<file path="src/tac_pkg.sv">
// How it works
// - pen bit reads one while touch present
// - pen mode zero host-run, one self-run scans
// - stop/status reads zero busy, one idle
// - writing stop aborts everything and powers down
// - conversion command byte also writes stop
// - resolution 10 or 12 bits, both paths
// - clock field divides oscillator 1/2/4/4
// - stabilization delay from eight-entry table
// - precharge delay from eight-entry table
// - sense wait after each coordinate conversion
// - wait detection drives pin high untouched
// - long sampling adds 500ns per conversion
// - sixteen-bit word field order, D15 to D0
// - reset reads 4000h, written content 0000h
// - command byte, address, direction, 16-bit word
package tac_pkg;

    // clock and time base
    localparam int CLK_PERIOD_NS = 10;
    localparam int US_NS = 1000;
    localparam int US_CYCLES = US_NS / CLK_PERIOD_NS;
    localparam int OSC_FREQ_KHZ = 4000;
    localparam int OSC_CYCLES = 1000000 / (OSC_FREQ_KHZ * CLK_PERIOD_NS);
    localparam int LONG_SAMPLE_NS = 500;
    localparam int LONG_SAMPLE_OSC = (LONG_SAMPLE_NS * OSC_FREQ_KHZ + 999999) / 1000000;
    localparam int NORM_SAMPLE_OSC = 3;

    // serial command layout
    localparam logic [3:0] CFG_ADDR = 4'hC;
    localparam logic [4:0] CMD_LAST_BIT = 5'h07;
    localparam logic [4:0] FRAME_LAST_BIT = 5'h17;
    localparam int CMD_ID_BIT = 7;
    localparam int CMD_ADDR_LSB = 3;
    localparam int CMD_RD_BIT = 0;
    localparam int B1_RES_BIT = 2;
    localparam int B1_STOP_BIT = 0;
    localparam logic [3:0] FUNC_XYZ = 4'h0;
    localparam logic [3:0] FUNC_XY = 4'h1;

    // reset values
    localparam logic [15:0] CFG_RESET = 16'h0000;
    localparam logic [15:0] READ_RESET = 16'h4000;

    // delay tables in microseconds, indexed by field code
    localparam logic [16:0] PV_US [8] = '{17'h00000, 17'h00064, 17'h001F4, 17'h003E8,
                                          17'h01388, 17'h02710, 17'h0C350, 17'h186A0};
    localparam logic [16:0] PR_US [8] = '{17'h00014, 17'h00054, 17'h00114, 17'h00154,
                                          17'h00414, 17'h00454, 17'h00514, 17'h00554};
    localparam logic [16:0] SN_US [8] = '{17'h00020, 17'h00060, 17'h00220, 17'h00260,
                                          17'h00820, 17'h00860, 17'h00A20, 17'h00A60};

    // field order D15..D0 matches the register word
    typedef struct packed {
        logic pen_status_mode;
        logic converter_stop_status;
        logic resolution_select;
        logic conv_clock_div_hi;
        logic conv_clock_div_lo;
        logic [2:0] panel_settle_time;
        logic [2:0] precharge_time_sel;
        logic [2:0] sense_time_sel;
        logic wait_touch_detect;
        logic long_sample_enable;
    } tac_cfg_t;

    typedef struct packed {
        logic precharge_en;
        logic drive_en;
        logic sample_en;
        logic convert_en;
        logic adc_power_on;
    } tac_ana_t;

    typedef enum logic [2:0] {
        SQ_IDLE, SQ_PRECHARGE, SQ_CHECK, SQ_SETTLE, SQ_SAMPLE, SQ_CONVERT, SQ_SENSE
    } tac_state_t;

    // converter clock period in mclk cycles
    function automatic logic [7:0] tac_adc_unit(input logic hi, input logic lo);
        logic [7:0] u;
        u = 8'(OSC_CYCLES);
        if (hi) u = 8'(4 * OSC_CYCLES);
        else if (lo) u = 8'(2 * OSC_CYCLES);
        return u;
    endfunction

endpackage

</file>
<file path="src/tac_delay_timer.sv">
`timescale 1ns/1ps
// counts units of unit_len mclk cycles; expired holds until the next load
module tac_delay_timer
    import tac_pkg::*;
(
    input wire logic mclk,
    input wire logic reset_n,
    input wire logic load,
    input wire logic [16:0] units,
    input wire logic [7:0] unit_len,
    output logic expired
);
    typedef struct packed {
        logic running;
        logic [16:0] left;
        logic [7:0] pre;
        logic [7:0] unit_q;
    } tac_tmr_st_t;

    tac_tmr_st_t s_q, s_d;

    ////////////////////////////////////////////////////////////////
    // prescaler restarts on load so a least time is never cut short
    always_comb begin
        s_d = s_q;
        if (load) begin
            s_d.running = 1'b1;
            s_d.left = units;
            s_d.unit_q = unit_len;
            s_d.pre = unit_len - 8'h01;
        end else if (s_q.running && s_q.left != 17'h00000) begin
            if (s_q.pre == 8'h00) begin
                s_d.pre = s_q.unit_q - 8'h01;
                s_d.left = s_q.left - 17'h00001;
            end else begin
                s_d.pre = s_q.pre - 8'h01;
            end
        end
    end

    always_ff @(posedge mclk) begin
        if (!reset_n) s_q <= '0;
        else s_q <= s_d;
    end

    assign expired = s_q.running && s_q.left == 17'h00000;

endmodule

</file>
<file path="src/tac_cfg_core.sv">
`timescale 1ns/1ps
module tac_cfg_core
    import tac_pkg::*;
#(
    parameter int unsigned US_CYCLES_P = US_CYCLES
)
(
    input wire logic mclk,
    input wire logic reset_n,
    input wire logic sclk,
    input wire logic cs_n,
    input wire logic sdi,
    output logic sdo,
    output logic sdo_oe_n,
    input wire logic pen_touch,
    output logic pen_irq_data_ready_pin_n,
    output tac_ana_t ana,
    output logic res_12bit,
    output logic [1:0] coord_sel
);
    typedef struct packed {
        logic sclk_q;
        logic [4:0] bit_cnt;
        logic [15:0] shin;
        logic [7:0] cmd;
        logic rd_phase;
        logic [15:0] tx;
        logic sdo;
        tac_cfg_t cfg;
        logic [3:0] func;
        tac_state_t st;
        logic [1:0] coord;
        logic pen_q;
        tac_ana_t ana;
        logic pin_n;
    } tac_core_st_t;

    tac_core_st_t s_q, s_d;
    logic rise, fall, start, t_load, t_expired;
    logic [7:0] cmd_w;
    logic [15:0] readback;
    logic [16:0] t_units;
    logic [7:0] t_unit;

    function automatic tac_ana_t ana_of(input tac_state_t st, input logic stop);
        tac_ana_t a;
        a.precharge_en = st == SQ_PRECHARGE;
        a.drive_en = st == SQ_SETTLE || st == SQ_SAMPLE || st == SQ_CONVERT;
        a.sample_en = st == SQ_SAMPLE;
        a.convert_en = st == SQ_CONVERT;
        a.adc_power_on = !stop && st != SQ_IDLE;
        return a;
    endfunction

    function automatic logic [1:0] last_coord(input logic [3:0] f);
        logic [1:0] n;
        n = 2'h0;
        if (f == FUNC_XYZ) n = 2'h3;
        else if (f == FUNC_XY) n = 2'h1;
        return n;
    endfunction

    ////////////////////////////////////////////////////////////////
    // status bits are live, control bits as written
    assign readback = {s_q.pen_q, s_q.st == SQ_IDLE, 14'(s_q.cfg)};

    ////////////////////////////////////////////////////////////////
    // serial slave and scan sequencer share one next-state process
    always_comb begin
        s_d = s_q;
        t_load = 1'b0;
        t_units = 17'h00000;
        t_unit = 8'(US_CYCLES_P);
        start = 1'b0;
        cmd_w = {s_q.shin[6:0], sdi};
        rise = !cs_n && sclk && !s_q.sclk_q;
        fall = !cs_n && !sclk && s_q.sclk_q;
        s_d.sclk_q = sclk;
        s_d.pen_q = pen_touch;
        // deselect drops any partial command
        if (cs_n) begin
            s_d.bit_cnt = 5'h00;
            s_d.rd_phase = 1'b0;
        end else if (rise) begin
            s_d.shin = {s_q.shin[14:0], sdi};
            s_d.bit_cnt = s_q.bit_cnt + 5'h01;
            if (s_q.bit_cnt == CMD_LAST_BIT) begin
                s_d.cmd = cmd_w;
                if (cmd_w[CMD_ID_BIT]) begin
                    // conversion command byte: no data word follows
                    s_d.bit_cnt = 5'h00;
                    s_d.cfg.resolution_select = cmd_w[B1_RES_BIT];
                    s_d.cfg.converter_stop_status = cmd_w[B1_STOP_BIT];
                    s_d.func = cmd_w[6:3];
                    start = !cmd_w[B1_STOP_BIT] && !s_q.cfg.pen_status_mode;
                end else if (cmd_w[CMD_RD_BIT]) begin
                    // other addresses live outside this block and read as zero
                    s_d.tx = (cmd_w[6:3] == CFG_ADDR) ? readback : 16'h0000;
                    s_d.rd_phase = 1'b1;
                end
            end else if (s_q.bit_cnt == FRAME_LAST_BIT) begin
                s_d.bit_cnt = 5'h00;
                s_d.rd_phase = 1'b0;
                if (!s_q.cmd[CMD_RD_BIT] && s_q.cmd[6:3] == CFG_ADDR) begin
                    s_d.cfg = tac_cfg_t'({s_q.shin[14:0], sdi});
                end
            end
        end else if (fall && s_q.rd_phase) begin
            s_d.sdo = s_q.tx[15];
            s_d.tx = {s_q.tx[14:0], 1'b0};
        end

        // stop wins over every sequencer step, pen still down or not
        if (s_d.cfg.converter_stop_status) begin
            s_d.st = SQ_IDLE;
        end else begin
            unique case (s_q.st)
                SQ_IDLE: begin
                    // self-run only for the scan codes, host start otherwise
                    if (start || (s_d.cfg.pen_status_mode && s_q.pen_q
                        && (s_q.func == FUNC_XYZ || s_q.func == FUNC_XY))) begin
                        s_d.st = SQ_PRECHARGE;
                        s_d.coord = 2'h0;
                        t_load = 1'b1;
                        t_units = PR_US[s_d.cfg.precharge_time_sel];
                    end
                end
                SQ_PRECHARGE: begin
                    if (t_expired) s_d.st = SQ_CHECK;
                end
                SQ_CHECK: begin
                    if (s_d.cfg.pen_status_mode && !s_q.pen_q) begin
                        s_d.st = SQ_IDLE;
                    end else begin
                        s_d.st = SQ_SETTLE;
                        t_load = 1'b1;
                        t_units = PV_US[s_d.cfg.panel_settle_time];
                    end
                end
                SQ_SETTLE: begin
                    if (t_expired) begin
                        s_d.st = SQ_SAMPLE;
                        t_load = 1'b1;
                        t_unit = 8'(OSC_CYCLES);
                        t_units = s_d.cfg.long_sample_enable ? 17'(NORM_SAMPLE_OSC + LONG_SAMPLE_OSC)
                                                             : 17'(NORM_SAMPLE_OSC);
                    end
                end
                SQ_SAMPLE: begin
                    if (t_expired) begin
                        s_d.st = SQ_CONVERT;
                        t_load = 1'b1;
                        t_unit = tac_adc_unit(s_d.cfg.conv_clock_div_hi, s_d.cfg.conv_clock_div_lo);
                        t_units = s_d.cfg.resolution_select ? 17'h0000C : 17'h0000A;
                    end
                end
                SQ_CONVERT: begin
                    if (t_expired) begin
                        s_d.st = SQ_SENSE;
                        t_load = 1'b1;
                        t_units = SN_US[s_d.cfg.sense_time_sel];
                    end
                end
                SQ_SENSE: begin
                    // next coordinate, or a fresh pass while self-run; touch is checked after precharge
                    if (t_expired) begin
                        t_load = 1'b1;
                        if (s_q.coord != last_coord(s_q.func)) begin
                            s_d.coord = s_q.coord + 2'h1;
                            s_d.st = SQ_SETTLE;
                            t_units = PV_US[s_d.cfg.panel_settle_time];
                        end else if (s_d.cfg.pen_status_mode) begin
                            s_d.coord = 2'h0;
                            s_d.st = SQ_PRECHARGE;
                            t_units = PR_US[s_d.cfg.precharge_time_sel];
                        end else begin
                            s_d.st = SQ_IDLE;
                        end
                    end
                end
                default: begin
                    s_d.st = SQ_IDLE; // unused state code falls back to idle
                end
            endcase
        end
        s_d.ana = ana_of(s_d.st, s_d.cfg.converter_stop_status);
        // pin low marks touch; high while untouched and watching
        s_d.pin_n = !((s_d.cfg.pen_status_mode || s_d.cfg.wait_touch_detect) && pen_touch);
    end

    always_ff @(posedge mclk) begin
        if (!reset_n) begin
            s_q <= '0;
            s_q.st <= SQ_IDLE;
            s_q.pin_n <= 1'b1;
            s_q.cfg <= tac_cfg_t'(CFG_RESET);
        end else begin
            s_q <= s_d;
        end
    end

    tac_delay_timer u_timer (
        .mclk(mclk),
        .reset_n(reset_n),
        .load(t_load),
        .units(t_units),
        .unit_len(t_unit),
        .expired(t_expired)
    );

    assign sdo = s_q.sdo;
    assign sdo_oe_n = cs_n; // releases the shared data line when deselected
    assign pen_irq_data_ready_pin_n = s_q.pin_n;
    assign ana = s_q.ana;
    assign res_12bit = s_q.cfg.resolution_select;
    assign coord_sel = s_q.coord;
endmodule

</file>
<file path="config.mk">
export PLATFORM = sky130hd
export DESIGN_NAME = tac_cfg_core
export DESIGN_NICKNAME = d
export VERILOG_FILES = /design/src/tac_pkg.sv /design/src/tac_delay_timer.sv /design/src/tac_cfg_core.sv
export SDC_FILE = /design/constraint.sdc
export NUM_CORES = 1
export LEC_CHECK = 0
export ABC_AREA = 1
export BUFFER_PORTS_ARGS = -buffer_cell sky130_fd_sc_hd__buf_2
export CORE_UTILIZATION = 39
export CTS_BUF_LIST = sky130_fd_sc_hd__clkbuf_4 sky130_fd_sc_hd__clkbuf_8 sky130_fd_sc_hd__clkbuf_16
export DETAILED_ROUTE_END_ITERATION = 6
export PLACE_DENSITY = 0.62
export SETUP_SLACK_MARGIN = 0.15
export SYNTH_ARGS = -nofsm -noshare
export SYNTH_HDL_FRONTEND = slang
export SYNTH_SLANG_ARGS = --single-unit
</file>
<file path="constraint.sdc">
create_clock -name mclk -period 5.2 [get_ports mclk]
set_input_delay 0.26 -clock mclk [delete_from_list [all_inputs] [get_ports mclk]]
set_output_delay 0.26 -clock mclk [all_outputs]
set_load 0.02 [all_outputs]
</file>
==> flow_summary.toml, run 1 <==
[setup_path]
path_class = "register to register"
critPathArrivalTime_ns = 3.64
critPathMaxFanout = 32
required_ns = 5.42
cp-start-kind = "register"
cp-end-kind = "register"

[clock_tree]
cts_tree = "built"
clk_pin_slew_ns = 0.07
cts_buffer_depth = 2
clockRootBuffer = "clkbuf_16"
postCtsHoldBufs = 0
cts_setup_buffers = 0
cts_num_sinks = 107
cts_resized = 0
htree_levels = 3
numCtsBuffers = 9
clk_latency_ns = 0.36

[place]
dp_hpwl_mm = 9.922
place_area_um2 = 5748
io_buffer_count = 16
place_ws_ns = 1.755
placed_cells = 964
gp_routability_congestion = 0.9144

[global_routing]
grt_remaining_overflow = 0
grt_max_degree = 61
grt_pass1_vias = 4473
grt_usage_pct = 19.89
antenna_found_initial = 0
grt_pass1_wl_mm = 22.88

[route]
vias_per_cell = 5.171
ant_nets = 0
num_vias = 5068
drtIter0Drc = 493
drc = 0
wl_mm = 13.87
firstDrtPassIters = 6
routedWlPerCell_um = 14.15

[power]
vdd_drop_max_uv = 199.7
leakage_uw = 0.002654
power-per-cell-area_nw_per_um2 = 261.8

[status]
run_status = "finished, final reports clean"

[yosys]
synth_commonest_cells = "nand2_1, dfxtp_1, inv_1"
synth_top_area_share_pct = 38.28
synth_warnings = 0
synth.most_common_cell = "nand2_1"
ys.flop_type = "dfxtp_1"
ys_seq_elements = 107
avgSynthCellArea_um2 = 7.003
ys_seq_area_share_pct = 38.28
yosysTopAreaCell = "dfxtp_1"
syn_inst = 799
synth_nets = 815
synth_cell_types = 44
synth_edf_count = 0
syn_area_um2 = 5595
ys_top_cells_by_area = "dfxtp_1, nand2_1, o21ai_0, a21oi_1, inv_1"
synthArstFlopShare_pct = 0

[floorplan]
die_area_um2 = 14830
start_util_pct = 40.15
core-area_um2 = 13930
die_y_um = 121.8
placementRows = 43
dieWidth_um = 121.8
io_pins = 17

[finish]
seq_area_um2 = 2142
num_antenna_cells = 0
stdcell_count = 980
nFillCells = 1429
multiInputGateArea_um2 = 2884
nets = 811
syn2layout_area_growth_pct = 8.005
fin_area_um2 = 6043
drive_gt1_share_pct = 9.375
utilization_pct = 43.37

[timing]
clock_skew_ns = 0.01125
rsz0062_at_grt = "false"
max_freq_mhz = 292.2
tns_ns = 0
fin_crit_ns = 3.423
worst_pin_slew_ns = 0.6632
setup_viol = 0
finalMaxSlewViolations = 0
relSlewSlack_pct = 55.38
min_period_over_period_pct = 65.82
setup_ws_ns = 1.777
finalHoldViolCount = 0

[min_path]
holdCritPathClass = "input pin to register"

[run]
drv_cap = 0
-- per-stage QoR --
step	hold slack, ns	total power [uW]
floorplan	0.3535	900.0
global placement	0.4378	916.4
detailed placement	0.4412	916.1
CTS	0.1005	1595
global route	0.1246	1638
finish	0.1075	1582
-- cells by family after synthesis --
family                     share of synthesized area (%)
and+or+nand+nor                                    25.85
AOI/OAI and AO/OA                                  21.27
DFF                                                38.28
adders and majority gates                          2.236
xor gates and xnor gates                           2.191
buffers and inverters                              10.17
-- cells in the final DEF, fill, tap and decap left out, drive strengths merged --
cell type	Yosys	routed
and2	1	1
o221ai	3	3
a21oi	74	74
o211ai	3	3
a22oi	15	15
o221a	1	1
or2	1	1
nand4	11	11
clkinv	1	3
clkbuf	20	11
a31o	3	3
nand3	49	49
nor2	96	96
dfxtp	107	107
a31oi	9	9
nor4	3	3
nor3	18	18
o31ai	1	1
xor2	9	9
o22ai	2	2
xnor2	5	5
nand2	143	143
buf	16	21
ha	10	10
a221oi	3	3
a211oi	5	5
inv	100	103
o211a	1	1
o21ai	88	88
a21boi	1	1
-- critical path, stage by stage (launching register included) --
cell and delay (ns):
dfxtp_1 0.39, ha_1 0.26, nand2_1 0.11, nor2_4 0.17
nand2_1 0.08, nor2_1 0.15, nand2_1 0.13, nand2_1 0.10
nor2_1 0.07, nor3_4 0.23, inv_2 0.20, nand2_4 0.34
inv_2 0.24, nor2_2 0.20, inv_1 0.28, o21ai_0 0.27
a21oi_1 0.06
-- metal layers --
layer | routed length [um] | track usage (%)
met1 | 7123 | 29.51
met2 | 5828 | 28.78
met3 | 692 | 2.949
met4 | 222 | 7.253
met5 | 0 | 0
-- registers in the layout (all words and copies together), names as in the netlist --
signal,flops
res_12bit,1
readback,14
cmd_w,7
u_timer.s_q,31
ana,5
sdo,1
pen_irq_data_ready_pin_n,1
s_q,45
coord_sel,2
-- layout make-up --
cell class	instances	share of cell area, %
Clock buffer	11	4.182
Clock inverter	5	0.7039
Inverter	101	6.273
Multi-Input combinational cell	555	47.72
Sequential cell	107	35.45
Tap cell	180	3.727
Timing Repair Buffer	21	1.946
-- final timing paths --
kind	from	endpoint	cells after the start	slack (ns)
worst max-delay path	s_q[74]$_SDFFE_PP0N_	u_timer.s_q[27]$_SDFFE_PN0P_	16	1.78
worst min-delay path	sclk	s_q[79]$_SDFF_PN0_	3	0.11
worst max register to register	s_q[74]$_SDFFE_PP0N_	u_timer.s_q[27]$_SDFFE_PN0P_	16	1.78
worst min register to register	s_q[14]$_SDFFE_PN0P_	s_q[14]$_SDFFE_PN0P_	2	0.45
-- report_power, final --
| group | switching, uW | leakage [uW] | total (uW) | internal, uW |
|---|---|---|---|---|
| clock | 325 | 0.000148 | 684 | 358 |
| sequential | 9.41 | 0.000866 | 843 | 834 |
| combinational | 39.2 | 0.00164 | 54.6 | 15.4 |
No activity file was read; power rests on OpenSTA's default activity.
==> inputs of run 2 (changes only) <==
--- a/config.mk
+++ b/config.mk
@@ -10,7 +10,7 @@
 export CORE_UTILIZATION = 39
 export CTS_BUF_LIST = sky130_fd_sc_hd__clkbuf_4 sky130_fd_sc_hd__clkbuf_8 sky130_fd_sc_hd__clkbuf_16
 export DETAILED_ROUTE_END_ITERATION = 6
-export PLACE_DENSITY = 0.62
+export PLACE_DENSITY = 0.64
 export SETUP_SLACK_MARGIN = 0.15
 export SYNTH_ARGS = -nofsm -noshare
 export SYNTH_HDL_FRONTEND = slang
==> constraint.sdc (replaced) <==
create_clock -name mclk -period 3.07 [get_ports mclk]
set_input_delay 0.1535 -clock mclk [delete_from_list [all_inputs] [get_ports mclk]]
set_output_delay 0.1535 -clock mclk [all_outputs]
set_load 0.02 [all_outputs]
==> run 2 against run 1 <==
Sequential cell count stayed put. Die area stayed put. Clock power is 80% higher. Maximum frequency rose by 27%. Clock skew decreased by 0.00096 ns. Global-route usage grew 0.34 points. First-iteration DRC count increased by 15%. Non-clock buffer count increased by 26. Sequential power rose by 70%. Hold slack lost 0.097 ns. Via count grew 4.6%. Final cell count grew 3.0%. Highest routed layer unchanged.
==> flow_summary.toml, run 2 (synthesis results as in run 1) <==
[place]
place_ws_ns = 0.2245
dp_hpwl_mm = 10.33
gp_routability_congestion = 0.8805
io_buffer_count = 16
placed_cells = 981
place_area_um2 = 5876

[finish]
drive_gt1_share_pct = 13.87
syn2layout_area_growth_pct = 13.75
largest_register = "s_q"
stdcell_count = 1009
num_antenna_cells = 0
nFillCells = 1392
nets = 840
fin_area_um2 = 6365
final_common_cell = "nand2_1"
final_cell_mix = "nand2_1, dfxtp_1, inv_1"
largest_reg_flops = 45

[clock_tree]
cts_buffer_depth = 2
clockRootBuffer = "clkbuf_16"
clk_latency_ns = 0.36
clk_pin_slew_ns = 0.07
htree_levels = 3
numCtsBuffers = 9
cts_tree = "built"
cts_num_sinks = 107

[global_routing]
antenna_found_initial = 0
grt_pass1_vias = 4731
grt_max_degree = 60
grt_pass1_wl_mm = 23.25
grt_remaining_overflow = 0
grt_usage_pct = 20.23

[floorplan]
io_pins = 17
die_y_um = 121.8
core-area_um2 = 13930
placementRows = 43
dieWidth_um = 121.8
start_util_pct = 40.15
die_area_um2 = 14830

[route]
maxUsedRoutingLayer = "met4"
ant_nets = 0
wl_mm = 14.51
drtIter0Drc = 567
num_vias = 5301
routedWlPerCell_um = 14.38
met3_length_um = 673
vias_per_cell = 5.254
firstDrtPassIters = 5
m1WireLength_mm = 7.576
dr_wl_met2_mm = 5.993
drc = 0

[timing]
finalHoldViolCount = 0
relSlewSlack_pct = 58.82
worst_pin_slew_ns = 0.6171
clock_skew_ns = 0.01029
fin_crit_ns = 2.699
max_freq_mhz = 370.6
setup_viol = 0
fin_hold_ws_ns = 0.01048
finalMaxSlewViolations = 0
rsz0062_at_grt = "true"
tns_ns = 0
min_period_over_period_pct = 87.90
setup_ws_ns = 0.3715

[setup_path]
cp-start-kind = "register"
r2r_cells = 19
critPathArrivalTime_ns = 2.95
path_class = "register to register"
critPathMaxFanout = 19
required_ns = 3.32
cp-end-kind = "register"

[run]
drv_cap = 0

[status]
run_status = "finished, final reports clean"

[min_path]
hold_depth = 3
holdCritPathClass = "input pin to register"

[power]
leakage_uw = 0.002786
vdd_drop_max_uv = 247.1
power-per-cell-area_nw_per_um2 = 432.3
run 2: changes by cell type in the layout (fill, tap and decap cells not counted), sizes merged:
cell / change
buf: +26
bufinv: +1
clkinv: -2
clkinvlp: +4
inv: -1
nor2: +1
run 2: path summary, 6_finish.rpt:
| path | end | startpoint | slack (ns) |
|---|---|---|---|
| min | s_q[79]$_SDFF_PN0_ | sclk | 0.01 |
| min reg2reg | s_q[14]$_SDFFE_PN0P_ | s_q[14]$_SDFFE_PN0P_ | 0.46 |
| max | u_timer.s_q[15]$_SDFFE_PN0P_ | s_q[74]$_SDFFE_PP0N_ | 0.37 |
| max reg2reg | u_timer.s_q[15]$_SDFFE_PN0P_ | s_q[74]$_SDFFE_PP0N_ | 0.37 |
run 2: layout make-up:
class                           count  area, um^2  area share, %
Clock buffer                       11       246.5          3.873
Inverter                          101       385.4          6.055
Clock inverter                      5       66.31          1.042
Multi-Input combinational cell    556        2972          46.69
Timing Repair Buffer               47       312.8          4.914
Timing Repair inverter              2       12.51         0.1966
Sequential cell                   107        2145          33.69
Tap cell                          180       225.2          3.538
run 2: layer usage:
metal	track usage, %	vias to the layer above
met5	0	-
met4	7.407	0
met3	2.762	22
met2	28.92	151
met1	30.42	2427
li1	-	2701
run 2: what timing repair did:
action,in CTS,in global routing
gates resized for setup,0,23
setup buffers,0,9
hold buffers,0,0
endpoints found under the setup margin,0,23
run 2: report_power, final:
group	internal, uW	switching [uW]	total [uW]
logic	27.2	68.2	95.4
clock network	676	551	1230
registers	1410	16.3	1430
run 2: stage by stage:
step | power [uW] | util (%)
global route | 2835 | 45.68
finish | 2752 | 45.68
CTS | 2768 | 44.41
global placement | 1554 | 42.17
detailed placement | 1554 | 42.17
floorplan | 1524 | -
run 2: critical path, cell delays in order, from the launching register on:
cell and delay [ns]:
dfxtp_2 0.37, ha_4 0.16, nand2_1 0.09, nor2_4 0.19, nand3_4 0.14, o21ai_4 0.21
nand3_1 0.11, nand2_2 0.10, nand2_4 0.08, nand2_4 0.13, nand2_8 0.09, buf_4 0.22
nand2_2 0.08, nand2_2 0.06, nor2_2 0.16, nand2_1 0.09, nor2_2 0.11, nand3_1 0.08
nand2_1 0.07, nor2_1 0.04
